--- src/common/blit_pkg.sv ---
// Constants, field layouts and carrier types of the block-transfer control and status registers.
`default_nettype none
package blit_pkg;

    localparam int ADDR_W = 17;
    localparam int CNT_W = 10;
    localparam int DATA_W = 32;
    localparam int REG_AW = 16;

    localparam logic [REG_AW-1:0] BLIT_BASE = 16'h8000;
    localparam logic [REG_AW-1:0] CTRL_OFS = 16'h8000;
    localparam logic [REG_AW-1:0] STAT_OFS = 16'h8004;

    localparam int CTRL_ENABLE_BIT = 0;
    localparam int CTRL_SRC_LIN_BIT = 16;
    localparam int CTRL_DST_LIN_BIT = 17;
    localparam int CTRL_COLOR_BIT = 18;
    localparam logic [2:0] CTRL_RESET = 3'h0;

    localparam int STAT_BUSY_BIT = 0;
    localparam int STAT_FULL_BIT = 4;
    localparam int STAT_HALF_BIT = 5;
    localparam int STAT_NEMPTY_BIT = 6;
    localparam int STAT_FREE_LSB = 16;
    localparam int STAT_USED_LSB = 24;
    localparam int STAT_FIELD_W = 5;
    localparam logic [DATA_W-1:0] STAT_RESET = 32'h0000_0000;

    localparam int FIFO_DEPTH = 16;
    localparam int LEVEL_W = 5;
    localparam logic [LEVEL_W-1:0] HALF_LEVEL = 5'h07;
    localparam logic [LEVEL_W-1:0] FULL_LEVEL = 5'h0F;
    localparam logic [LEVEL_W-1:0] RESUME_LEVEL = 5'h0E;

    localparam logic [1:0] STEP_8BPP = 2'h1;
    localparam logic [1:0] STEP_16BPP = 2'h2;

    typedef struct packed {
        logic [ADDR_W-1:0] srcStart;
        logic [ADDR_W-1:0] dstStart;
        logic [ADDR_W-1:0] rowOffset;
        logic [CNT_W-1:0] widthPix;
        logic [CNT_W-1:0] heightRows;
        logic readOp;
    } blit_job_s;

    typedef struct packed {
        logic [ADDR_W-1:0] srcAddr;
        logic [ADDR_W-1:0] dstAddr;
        logic toFifo;
    } mem_req_s;

    typedef enum logic [1:0] {
        ST_IDLE,
        ST_RUN,
        ST_PAUSE
    } eng_state_e;

endpackage : blit_pkg
`default_nettype wire

--- src/hdl/blit_control_status_regs.sv ---
// Control and status registers of the block-transfer engine with its pixel sequencer.
//
// Function
// [RL1] Registers decoded as group at 8000h.
// [RL2] Colour bit: clear 8 bpp, set 16 bpp.
// [RL3] Counter step size follows colour depth.
// [RL4] Rectangular destination: next row via offset.
// [RL5] Destination linear: rows written back to back.
// [RL6] Rectangular source: next row via offset.
// [RL7] Source linear: rows read back to back.
// [RL8] Enable is write-only; writing one starts.
// [RL9] Software never clears enable while busy.
// [RL10] Busy flag sits in status bit 0.
// [RL11] Used-entries field, zero means empty.
// [RL12] Free-entries field, zero means full.
// [RL13] Not-empty flag bit 6 tracks occupancy.
// [RL14] Half-full flag bit 5 at half.
// [RL15] Full flag bit 4 when full.
// [RL16] Flags encode 0, 1-6, 7-14, 15-16.
// [RL17] Software polls not-empty before burst reads.
// [RL18] Busy high while running, low when done.
// [RL19] Read transfer pauses full, resumes below fourteen.
// [RL20] Unused bits read zero, writes ignored.
`timescale 1ns/1ns
`default_nettype none
module blit_control_status_regs
    import blit_pkg::*;
#(
    parameter int DEPTH = FIFO_DEPTH
)
(
    input wire logic clk_sys,
    input wire logic rstn,
    input wire logic ce,
    input wire logic [REG_AW-1:0] regAddr,
    input wire logic [DATA_W-1:0] regWdata,
    input wire logic regWr,
    input wire logic regRd,
    output logic [DATA_W-1:0] regRdata,
    input wire blit_job_s job,
    output mem_req_s memReq,
    output logic memValid,
    input wire logic memReady,
    input wire logic hostPush,
    input wire logic hostPop,
    output logic busy,
    output logic colorDepth16
);

    if (DEPTH <= int'(RESUME_LEVEL)) begin : g_resume_check
        $error("FIFO depth must exceed the resume level.");
    end

    ////////////////////////////////////////////////////////////////////////////////////////////////////
    // Register decode.

    function automatic logic hitReg(input logic [REG_AW-1:0] addr, input logic [REG_AW-1:0] ofs);
        hitReg = (addr == ofs) && (addr[REG_AW-1:12] == BLIT_BASE[REG_AW-1:12]);
    endfunction : hitReg

    logic ctrlWr;
    logic startReq;

    assign ctrlWr = regWr && hitReg(regAddr, CTRL_OFS); // RL1
    assign startReq = ctrlWr && regWdata[CTRL_ENABLE_BIT]; // RL8

    ////////////////////////////////////////////////////////////////////////////////////////////////////
    // Control register.

    logic srcLinear_r;
    logic dstLinear_r;
    logic color16_r;

    always_ff @(posedge clk_sys) begin
        if (!rstn) begin
            {color16_r, dstLinear_r, srcLinear_r} <= CTRL_RESET;
        end else if (ce && ctrlWr) begin
            // Only the three mode bits are stored; the remaining bits are dropped.
            srcLinear_r <= regWdata[CTRL_SRC_LIN_BIT]; // RL7 RL20
            dstLinear_r <= regWdata[CTRL_DST_LIN_BIT]; // RL5
            color16_r <= regWdata[CTRL_COLOR_BIT]; // RL2
        end
    end

    assign colorDepth16 = color16_r;

    ////////////////////////////////////////////////////////////////////////////////////////////////////
    // FIFO occupancy.

    logic [LEVEL_W-1:0] level;
    logic [LEVEL_W-1:0] freeCount;
    logic notEmpty;
    logic halfFull;
    logic fullFlag;
    logic atCapacity;
    logic engPush;
    logic engPop;

    blit_fifo_level #(
        .DEPTH(DEPTH)
    ) u_level (
        .clk_sys(clk_sys),
        .rstn(rstn),
        .ce(ce),
        .push(hostPush || engPush),
        .pop(hostPop || engPop),
        .level(level),
        .freeCount(freeCount),
        .notEmpty(notEmpty),
        .halfFull(halfFull),
        .fullFlag(fullFlag),
        .atCapacity(atCapacity)
    );

    ////////////////////////////////////////////////////////////////////////////////////////////////////
    // Sequencer state.

    eng_state_e state_r;
    eng_state_e state_nxt;
    blit_job_s job_r;
    logic [CNT_W-1:0] col_r;
    logic [CNT_W-1:0] row_r;
    logic rowEnd;
    logic lastPixel;
    logic pixelDone;
    logic canIssue;
    logic [1:0] step;

    assign step = color16_r ? STEP_16BPP : STEP_8BPP; // RL2 RL3
    assign rowEnd = (col_r == job_r.widthPix - 10'h001);
    assign lastPixel = rowEnd && (row_r == job_r.heightRows - 10'h001);
    // A write transfer needs a word waiting; a read transfer needs room for one.
    assign canIssue = job_r.readOp ? !atCapacity : notEmpty;
    assign memValid = (state_r == ST_RUN) && canIssue;
    assign pixelDone = memValid && memReady;
    assign engPush = pixelDone && job_r.readOp;
    assign engPop = pixelDone && !job_r.readOp;

    always_comb begin
        state_nxt = state_r;
        unique case (state_r)
            ST_IDLE: begin
                if (startReq) begin
                    state_nxt = ST_RUN; // RL8 RL18
                end
            end
            ST_RUN: begin
                if (pixelDone && lastPixel) begin
                    state_nxt = ST_IDLE; // RL18
                end else if (job_r.readOp && atCapacity) begin
                    state_nxt = ST_PAUSE; // RL19
                end
            end
            ST_PAUSE: begin
                if (level < RESUME_LEVEL) begin
                    state_nxt = ST_RUN; // RL19
                end
            end
        endcase
    end

    always_ff @(posedge clk_sys) begin
        if (!rstn) begin
            state_r <= ST_IDLE;
        end else if (ce) begin
            state_r <= state_nxt;
        end
    end

    // A start while busy is ignored; the job is captured only when idle.
    always_ff @(posedge clk_sys) begin
        if (!rstn) begin
            job_r <= '0;
        end else if (ce && state_r == ST_IDLE && startReq) begin
            job_r <= job;
        end
    end

    always_ff @(posedge clk_sys) begin
        if (!rstn) begin
            col_r <= '0;
            row_r <= '0;
        end else if (ce) begin
            if (state_r == ST_IDLE && startReq) begin
                col_r <= '0;
                row_r <= '0;
            end else if (pixelDone && rowEnd) begin
                col_r <= '0;
                row_r <= row_r + 10'h001;
            end else if (pixelDone) begin
                col_r <= col_r + 10'h001;
            end
        end
    end

    assign busy = (state_r != ST_IDLE); // RL18

    ////////////////////////////////////////////////////////////////////////////////////////////////////
    // Source and destination pointers.

    logic loadPtr;
    logic [ADDR_W-1:0] srcAddr;
    logic [ADDR_W-1:0] dstAddr;

    assign loadPtr = (state_r == ST_IDLE) && startReq;

    blit_addr_step u_src (
        .clk_sys(clk_sys),
        .rstn(rstn),
        .ce(ce),
        .load(loadPtr),
        .startAddr(job.srcStart),
        .advance(pixelDone),
        .rowEnd(rowEnd),
        .linear(srcLinear_r), // RL6 RL7
        .step(step), // RL3
        .rowOffset(job_r.rowOffset),
        .addr(srcAddr)
    );

    blit_addr_step u_dst (
        .clk_sys(clk_sys),
        .rstn(rstn),
        .ce(ce),
        .load(loadPtr),
        .startAddr(job.dstStart),
        .advance(pixelDone),
        .rowEnd(rowEnd),
        .linear(dstLinear_r), // RL4 RL5
        .step(step),
        .rowOffset(job_r.rowOffset),
        .addr(dstAddr)
    );

    assign memReq.srcAddr = srcAddr;
    assign memReq.dstAddr = dstAddr;
    assign memReq.toFifo = job_r.readOp;

    ////////////////////////////////////////////////////////////////////////////////////////////////////
    // Read port.

    logic [DATA_W-1:0] ctrlView;
    logic [DATA_W-1:0] statView;
    logic [DATA_W-1:0] regRdata_r;

    always_comb begin
        ctrlView = '0; // RL20
        ctrlView[CTRL_SRC_LIN_BIT] = srcLinear_r;
        ctrlView[CTRL_DST_LIN_BIT] = dstLinear_r;
        ctrlView[CTRL_COLOR_BIT] = color16_r;
    end

    always_comb begin
        statView = STAT_RESET; // RL20
        statView[STAT_BUSY_BIT] = busy; // RL10
        statView[STAT_FULL_BIT] = fullFlag; // RL15 RL16
        statView[STAT_HALF_BIT] = halfFull; // RL14 RL16
        statView[STAT_NEMPTY_BIT] = notEmpty; // RL13 RL16
        statView[STAT_FREE_LSB +: STAT_FIELD_W] = freeCount; // RL12
        statView[STAT_USED_LSB +: STAT_FIELD_W] = level; // RL11
    end

    always_ff @(posedge clk_sys) begin
        if (!rstn) begin
            regRdata_r <= '0;
        end else if (ce) begin
            if (regRd && hitReg(regAddr, CTRL_OFS)) begin
                regRdata_r <= ctrlView;
            end else if (regRd && hitReg(regAddr, STAT_OFS)) begin
                regRdata_r <= statView;
            end else begin
                regRdata_r <= '0;
            end
        end
    end

    assign regRdata = regRdata_r;

endmodule : blit_control_status_regs
`default_nettype wire

--- src/hdl/blit_addr_step.sv ---
// Address pointer that steps by pixel size and moves to the next row linearly or rectangularly.
`timescale 1ns/1ns
`default_nettype none
module blit_addr_step
    import blit_pkg::*;
(
    input wire logic clk_sys,
    input wire logic rstn,
    input wire logic ce,
    input wire logic load,
    input wire logic [ADDR_W-1:0] startAddr,
    input wire logic advance,
    input wire logic rowEnd,
    input wire logic linear,
    input wire logic [1:0] step,
    input wire logic [ADDR_W-1:0] rowOffset,
    output logic [ADDR_W-1:0] addr
);

    logic [ADDR_W-1:0] addr_r;
    logic [ADDR_W-1:0] rowStart_r;
    logic [ADDR_W-1:0] stepped;
    logic [ADDR_W-1:0] nextRow;

    assign stepped = addr_r + ADDR_W'(step);
    assign nextRow = rowStart_r + rowOffset;
    assign addr = addr_r;

    always_ff @(posedge clk_sys) begin
        if (!rstn) begin
            addr_r <= '0;
            rowStart_r <= '0;
        end else if (ce) begin
            if (load) begin
                addr_r <= startAddr;
                rowStart_r <= startAddr;
            end else if (advance && rowEnd && linear) begin
                // Linear: the next row continues right after the last pixel.
                addr_r <= stepped;
                rowStart_r <= stepped;
            end else if (advance && rowEnd) begin
                // Rectangular: the next row starts one row offset after this row's start.
                addr_r <= nextRow;
                rowStart_r <= nextRow;
            end else if (advance) begin
                addr_r <= stepped;
            end
        end
    end

endmodule : blit_addr_step
`default_nettype wire

--- src/hdl/blit_fifo_level.sv ---
// Occupancy counter and status flags of the block-transfer data FIFO.
`timescale 1ns/1ns
`default_nettype none
module blit_fifo_level
    import blit_pkg::*;
#(
    parameter int DEPTH = FIFO_DEPTH
)
(
    input wire logic clk_sys,
    input wire logic rstn,
    input wire logic ce,
    input wire logic push,
    input wire logic pop,
    output logic [LEVEL_W-1:0] level,
    output logic [LEVEL_W-1:0] freeCount,
    output logic notEmpty,
    output logic halfFull,
    output logic fullFlag,
    output logic atCapacity
);

    if (DEPTH < 16 || DEPTH > 31) begin : g_depth_check
        $error("FIFO depth must lie between 16 and 31.");
    end

    localparam logic [LEVEL_W-1:0] CAP = LEVEL_W'(DEPTH);

    logic [LEVEL_W-1:0] level_r;
    logic doPush;
    logic doPop;

    assign atCapacity = (level_r == CAP);
    assign doPush = push && !atCapacity;
    assign doPop = pop && (level_r != '0);

    always_ff @(posedge clk_sys) begin
        if (!rstn) begin
            level_r <= '0;
        end else if (ce) begin
            if (doPush && !doPop) begin
                level_r <= level_r + 5'h01;
            end else if (doPop && !doPush) begin
                level_r <= level_r - 5'h01;
            end
        end
    end

    assign level = level_r;
    assign freeCount = CAP - level_r;
    assign notEmpty = (level_r != '0);
    assign halfFull = (level_r >= HALF_LEVEL);
    assign fullFlag = (level_r >= FULL_LEVEL);

endmodule : blit_fifo_level
`default_nettype wire

--- config.mk ---
export PLATFORM = sky130hd
export DESIGN_NAME = blit_control_status_regs
export DESIGN_NICKNAME = d
export VERILOG_FILES = /design/src/common/blit_pkg.sv /design/src/hdl/blit_control_status_regs.sv /design/src/hdl/blit_addr_step.sv /design/src/hdl/blit_fifo_level.sv
export SDC_FILE = /design/constraint.sdc
export NUM_CORES = 1
export LEC_CHECK = 0
export ABC_AREA = 1
export BUFFER_PORTS_ARGS = -buffer_cell sky130_fd_sc_hd__clkbuf_2
export CELL_PAD_IN_SITES_DETAIL_PLACEMENT = 1
export CELL_PAD_IN_SITES_GLOBAL_PLACEMENT = 1
export CORE_ASPECT_RATIO = 0.9
export CORE_MARGIN = 1
export CORE_UTILIZATION = 36
export CTS_CLUSTER_DIAMETER = 60
export DETAILED_ROUTE_END_ITERATION = 8
export GPL_TIMING_DRIVEN = 0
export PLACE_DENSITY = 0.81
export SLEW_MARGIN = 20
export SYNTH_ARGS = -nofsm -noshare
export SYNTH_HDL_FRONTEND = slang
export SYNTH_HIERARCHICAL = 1
export SYNTH_SLANG_ARGS = --single-unit
--- constraint.sdc ---
create_clock -name clk_sys -period 3.09 [get_ports clk_sys]
set_clock_uncertainty 0.15 [all_clocks]
set_input_delay 0.618 -clock clk_sys [delete_from_list [all_inputs] [get_ports clk_sys]]
set_output_delay 0.618 -clock clk_sys [all_outputs]
set_load 0.03 [all_outputs]
==> out/qor.csv <==
stage,metric,value,unit
logic_synthesis,synth_area_per_cell,6.208,um^2
cells_and_area,area.growth.synth_to_final,18.50,%
critical_path,r2r_slack,90,ps
timing,fin_crit_sh,97.15,%
timing,worst_slew_pin_slew,813.3,ps
timing,final_hold_viol_count,0,
detailed_routing,routed_wl,43.31,mm
logic_synthesis,async_flop_share,0,%
cells_and_area,regArea,0.003013,mm^2
critical_path,rr_worst_depth,16,
detailed_routing,drtIter0Drc,711,
clock_tree,clk_pin_slew,70,ps
timing,fmax,333.1,MHz
floorplan,ioPinCount,198,
logic_synthesis,ys_types,45,
critical_path,regToRegStartpoint,u_level/level[0],
grt,use_met1,36.27,%
power_and_ir_drop,power.density,347.1,mW/mm^2
clock_tree,cts_buffer_depth,2,
timing,slew_headroom,45.28,%
timing,setup_viol,0,
floorplan,row_count,61,
grt,top_usage_layer,met2,
logic_synthesis,ys_warn_count,6,
grt,antenna_found_initial,0,
critical_path,path_max_fanout,10,
logic_synthesis,yosysSeqAreaShare,26.30,%
detailed_routing,drc,0,
clock_tree,cts_hold_buf,0,
detailed_routing,firstDrtPassIters,4,
grt,grt_util_met3,3.303,%
grt,use_met2,44.50,%
logic_synthesis,ys.flop_type,dfxtp_1,
clock_tree,clk-insertion-delay-late,450,ps
critical_path,critPathCapture,u_dst/addr[6],
cells_and_area,multi_input_area,0.007222,mm^2
cells_and_area,final-instance-count-excl-fill,2457,
power_and_ir_drop,ir_drop,0.4112,mV
floorplan,die_y,170.9,um
clock_tree,htreeDepth,4,
clock_tree,cts-root-buf,clkbuf_16,
grt,grt_max_degree,25,
detailed_routing,num_vias,12870,
critical_path,reg2reg_to,u_dst/addr[6],
cells_and_area,drive_gt1_share,17.92,%
grt,grt_usage,26.71,%
timing,whs,248.6,ps
critical_path,crit_start,u_level/level[0],
clock_tree,cts_inserted_buffers,17,
logic_synthesis,netlist_instances,1839,
placement,port_buffers,151,
critical_path,cp.required,3270,ps
grt,grt_first_pass_wirelength,67.90,mm
timing,period_minus_slack,3002,ps
hold_path,hp-class,input pin to register,
timing,rsz0062_at_grt,yes,
floorplan,initial_core_util,36.75,%
placement,hpwl,34.39,mm
logic_synthesis,synth_seq_cells,150,
critical_path,cp.arrival,3180,ps
logic_synthesis,synth_edf_count,0,
grt,grt_pass1_vias,12880,
run,maxCapViolations,0,
power_and_ir_drop,leakage,6.693,nW
floorplan,die-area,0.03243,mm^2
clock_tree,cts_tree,built,
timing,finalSetupTns,0,ps
status,status,finished clean,
critical_path,crit_type,register to register,
placement,gp_congestion,0.8833,
clock_tree,cts.sinks,150,
cells_and_area,nets,2216,
critical_path,worstSetupStartpointType,register,
detailed_routing,via_per_inst,5.239,
floorplan,die_x,189.7,um
cells_and_area,antenna_cells,0,
timing,slew_violations,0,
placement,dpl.cell_count,2416,
detailed_routing,drtAntennaViolNets,0,
critical_path,end_kind,register,
grt,gr-total-overflow,0,
logic_synthesis,syn_area,0.01142,mm^2
detailed_routing,wire_per_inst,17.63,um
cells_and_area,finish.utilization,43.55,%
floorplan,core_area,0.03106,mm^2
cells_and_area,fillers,4230,
synth_stat cells (6+ instances only):
master | number | area share (%)
nand2_1 | 517 | 17
inv_1 | 215 | 7.1
nand3_1 | 184 | 8.1
dfxtp_1 | 150 | 26
nor2_1 | 143 | 4.7
a21oi_1 | 117 | 5.1
o21ai_0 | 84 | 3.7
ha_1 | 48 | 5.3
inv_2 | 30 | 0.99
clkbuf_1 | 28 | 0.92
xor2_1 | 27 | 2.1
a31oi_1 | 25 | 1.4
buf_2 | 22 | 0.96
buf_4 | 22 | 1.4
xnor2_1 | 21 | 1.6
o211ai_1 | 20 | 1.3
nor3_1 | 19 | 0.83
nand4_1 | 18 | 0.99
nor2_2 | 17 | 0.93
o21ai_1 | 17 | 0.75
a21oi_2 | 15 | 1.2
nand2_2 | 15 | 0.82
a211oi_1 | 14 | 0.92
or2_1 | 10 | 0.55
o21bai_1 | 9 | 0.59
nor2_4 | 7 | 0.69
nand3_2 | 6 | 0.53
kinds of logic (layout without fill, tap and decap cells):
group | Yosys count | count (layout) | share of synthesized area (%)
AND/OR/NAND/NOR | 956 | 956 | 36.70
buffers and inverters | 326 | 518 | 11.86
AO/OA/AOI/OAI | 305 | 305 | 15.29
flip-flops | 150 | 150 | 26.30
adder cells (fa/ha/maj) | 53 | 53 | 6.137
XOR/XNOR | 48 | 48 | 3.682
other | 1 | 18 | 0.03285
routing by layer:
layer | routed length (um) | vias up
met5 | 0 | -
met4 | 674 | 0
met3 | 1971 | 39
met2 | 19760 | 316
met1 | 20900 | 6206
li1 | - | 6310
worst max-delay path: stages (launching register included):
cell and delay [ps]:
dfxtp_4 350, inv_2 90, ha_4 140, nand2_1 60
nor2_2 130, ha_2 200, nand2_1 80, inv_2 90
nor2_4 50, o21a_4 130, nand2_4 120, clkinv_2 220
o21ai_4 290, inv_1 140, clkbuf_1 280, o21ai_0 290
a21oi_1 70
sequential cells by signal, summed over array words and instances (netlist names):
| signal | flops |
|---|---|
| job_r | 37 |
| u_dst/addr | 17 |
| u_dst/rowStart_r | 17 |
| u_src/addr | 17 |
| u_src/rowStart_r | 17 |
| regRdata | 14 |
| col_r | 10 |
| row_r | 10 |
| u_level/level | 5 |
| state_r | 2 |
| colorDepth16 | 1 |
| dstLinear_r | 1 |
| memReq | 1 |
| srcLinear_r | 1 |
report_power, final:
part / total [mW] / internal [mW] / switching (mW)
Clock: 2.15 / 1.15 / 0.998
Sequential: 1.98 / 1.96 / 0.0294
Combinational: 0.560 / 0.229 / 0.330
Total: 4.70 / 3.34 / 1.36
placed cells by master, fill, tap and decap left out, types with 25 or more instances in the layout:
master	n
ha_1	44
inv_2	32
buf_4	33
nand2_1	517
o21ai_0	81
a31oi_1	25
a21oi_1	117
clkbuf_2	155
nor2_1	141
xor2_1	27
inv_1	209
nand3_1	184
dfxtp_1	146
area by class of cell:
| class | instances | area share (%) |
|---|---|---|
| clock buffer | 18 | 3.246 |
| tap | 409 | 3.782 |
| clock inverter | 14 | 1.036 |
| buffer | 75 | 3.098 |
| sequential | 150 | 22.27 |
| inverter | 250 | 7.047 |
| timing repair buffer | 161 | 6.141 |
| multi-input combinational | 1380 | 53.38 |
worst min path at each step:
stage | start | endpoint | slack, ps | cells after the start
2_1_floorplan | job_r[10] | job_r[10] | 310 | 2
3_3_place_gp | regRdata[19] | regRdata[19] | 310 | 2
3_5_place_dp | regRdata[0] | regRdata[0] | 310 | 2
4_1_cts | job[10] | job_r[10] | 230 | 3
5_1_grt | job[32] | job_r[32] | 250 | 3
6_report | job[10] | job_r[10] | 250 | 3
repair_timing:
| action | 4_1_cts | 5_1_grt |
|---|---|---|
| resized for setup | 13 | 31 |
| endpoints found under the setup margin | 73 | 71 |
| pin swaps | 1 | 7 |
| buffers inserted | 3 | 7 |
metrics by stage:
stage | setup slack [ps] | power (mW) | cell area, um^2
finish | 88.16 | 4.696 | 13530
CTS | 13.46 | 4.696 | 13390
floorplan | 34.64 | 2.343 | 11480
global route | -24.80 | 4.863 | 13530
global placement | -359.8 | 2.491 | 12750
detailed placement | -411.0 | 2.518 | 12750
No activity file was read; power rests on OpenSTA's default activity.
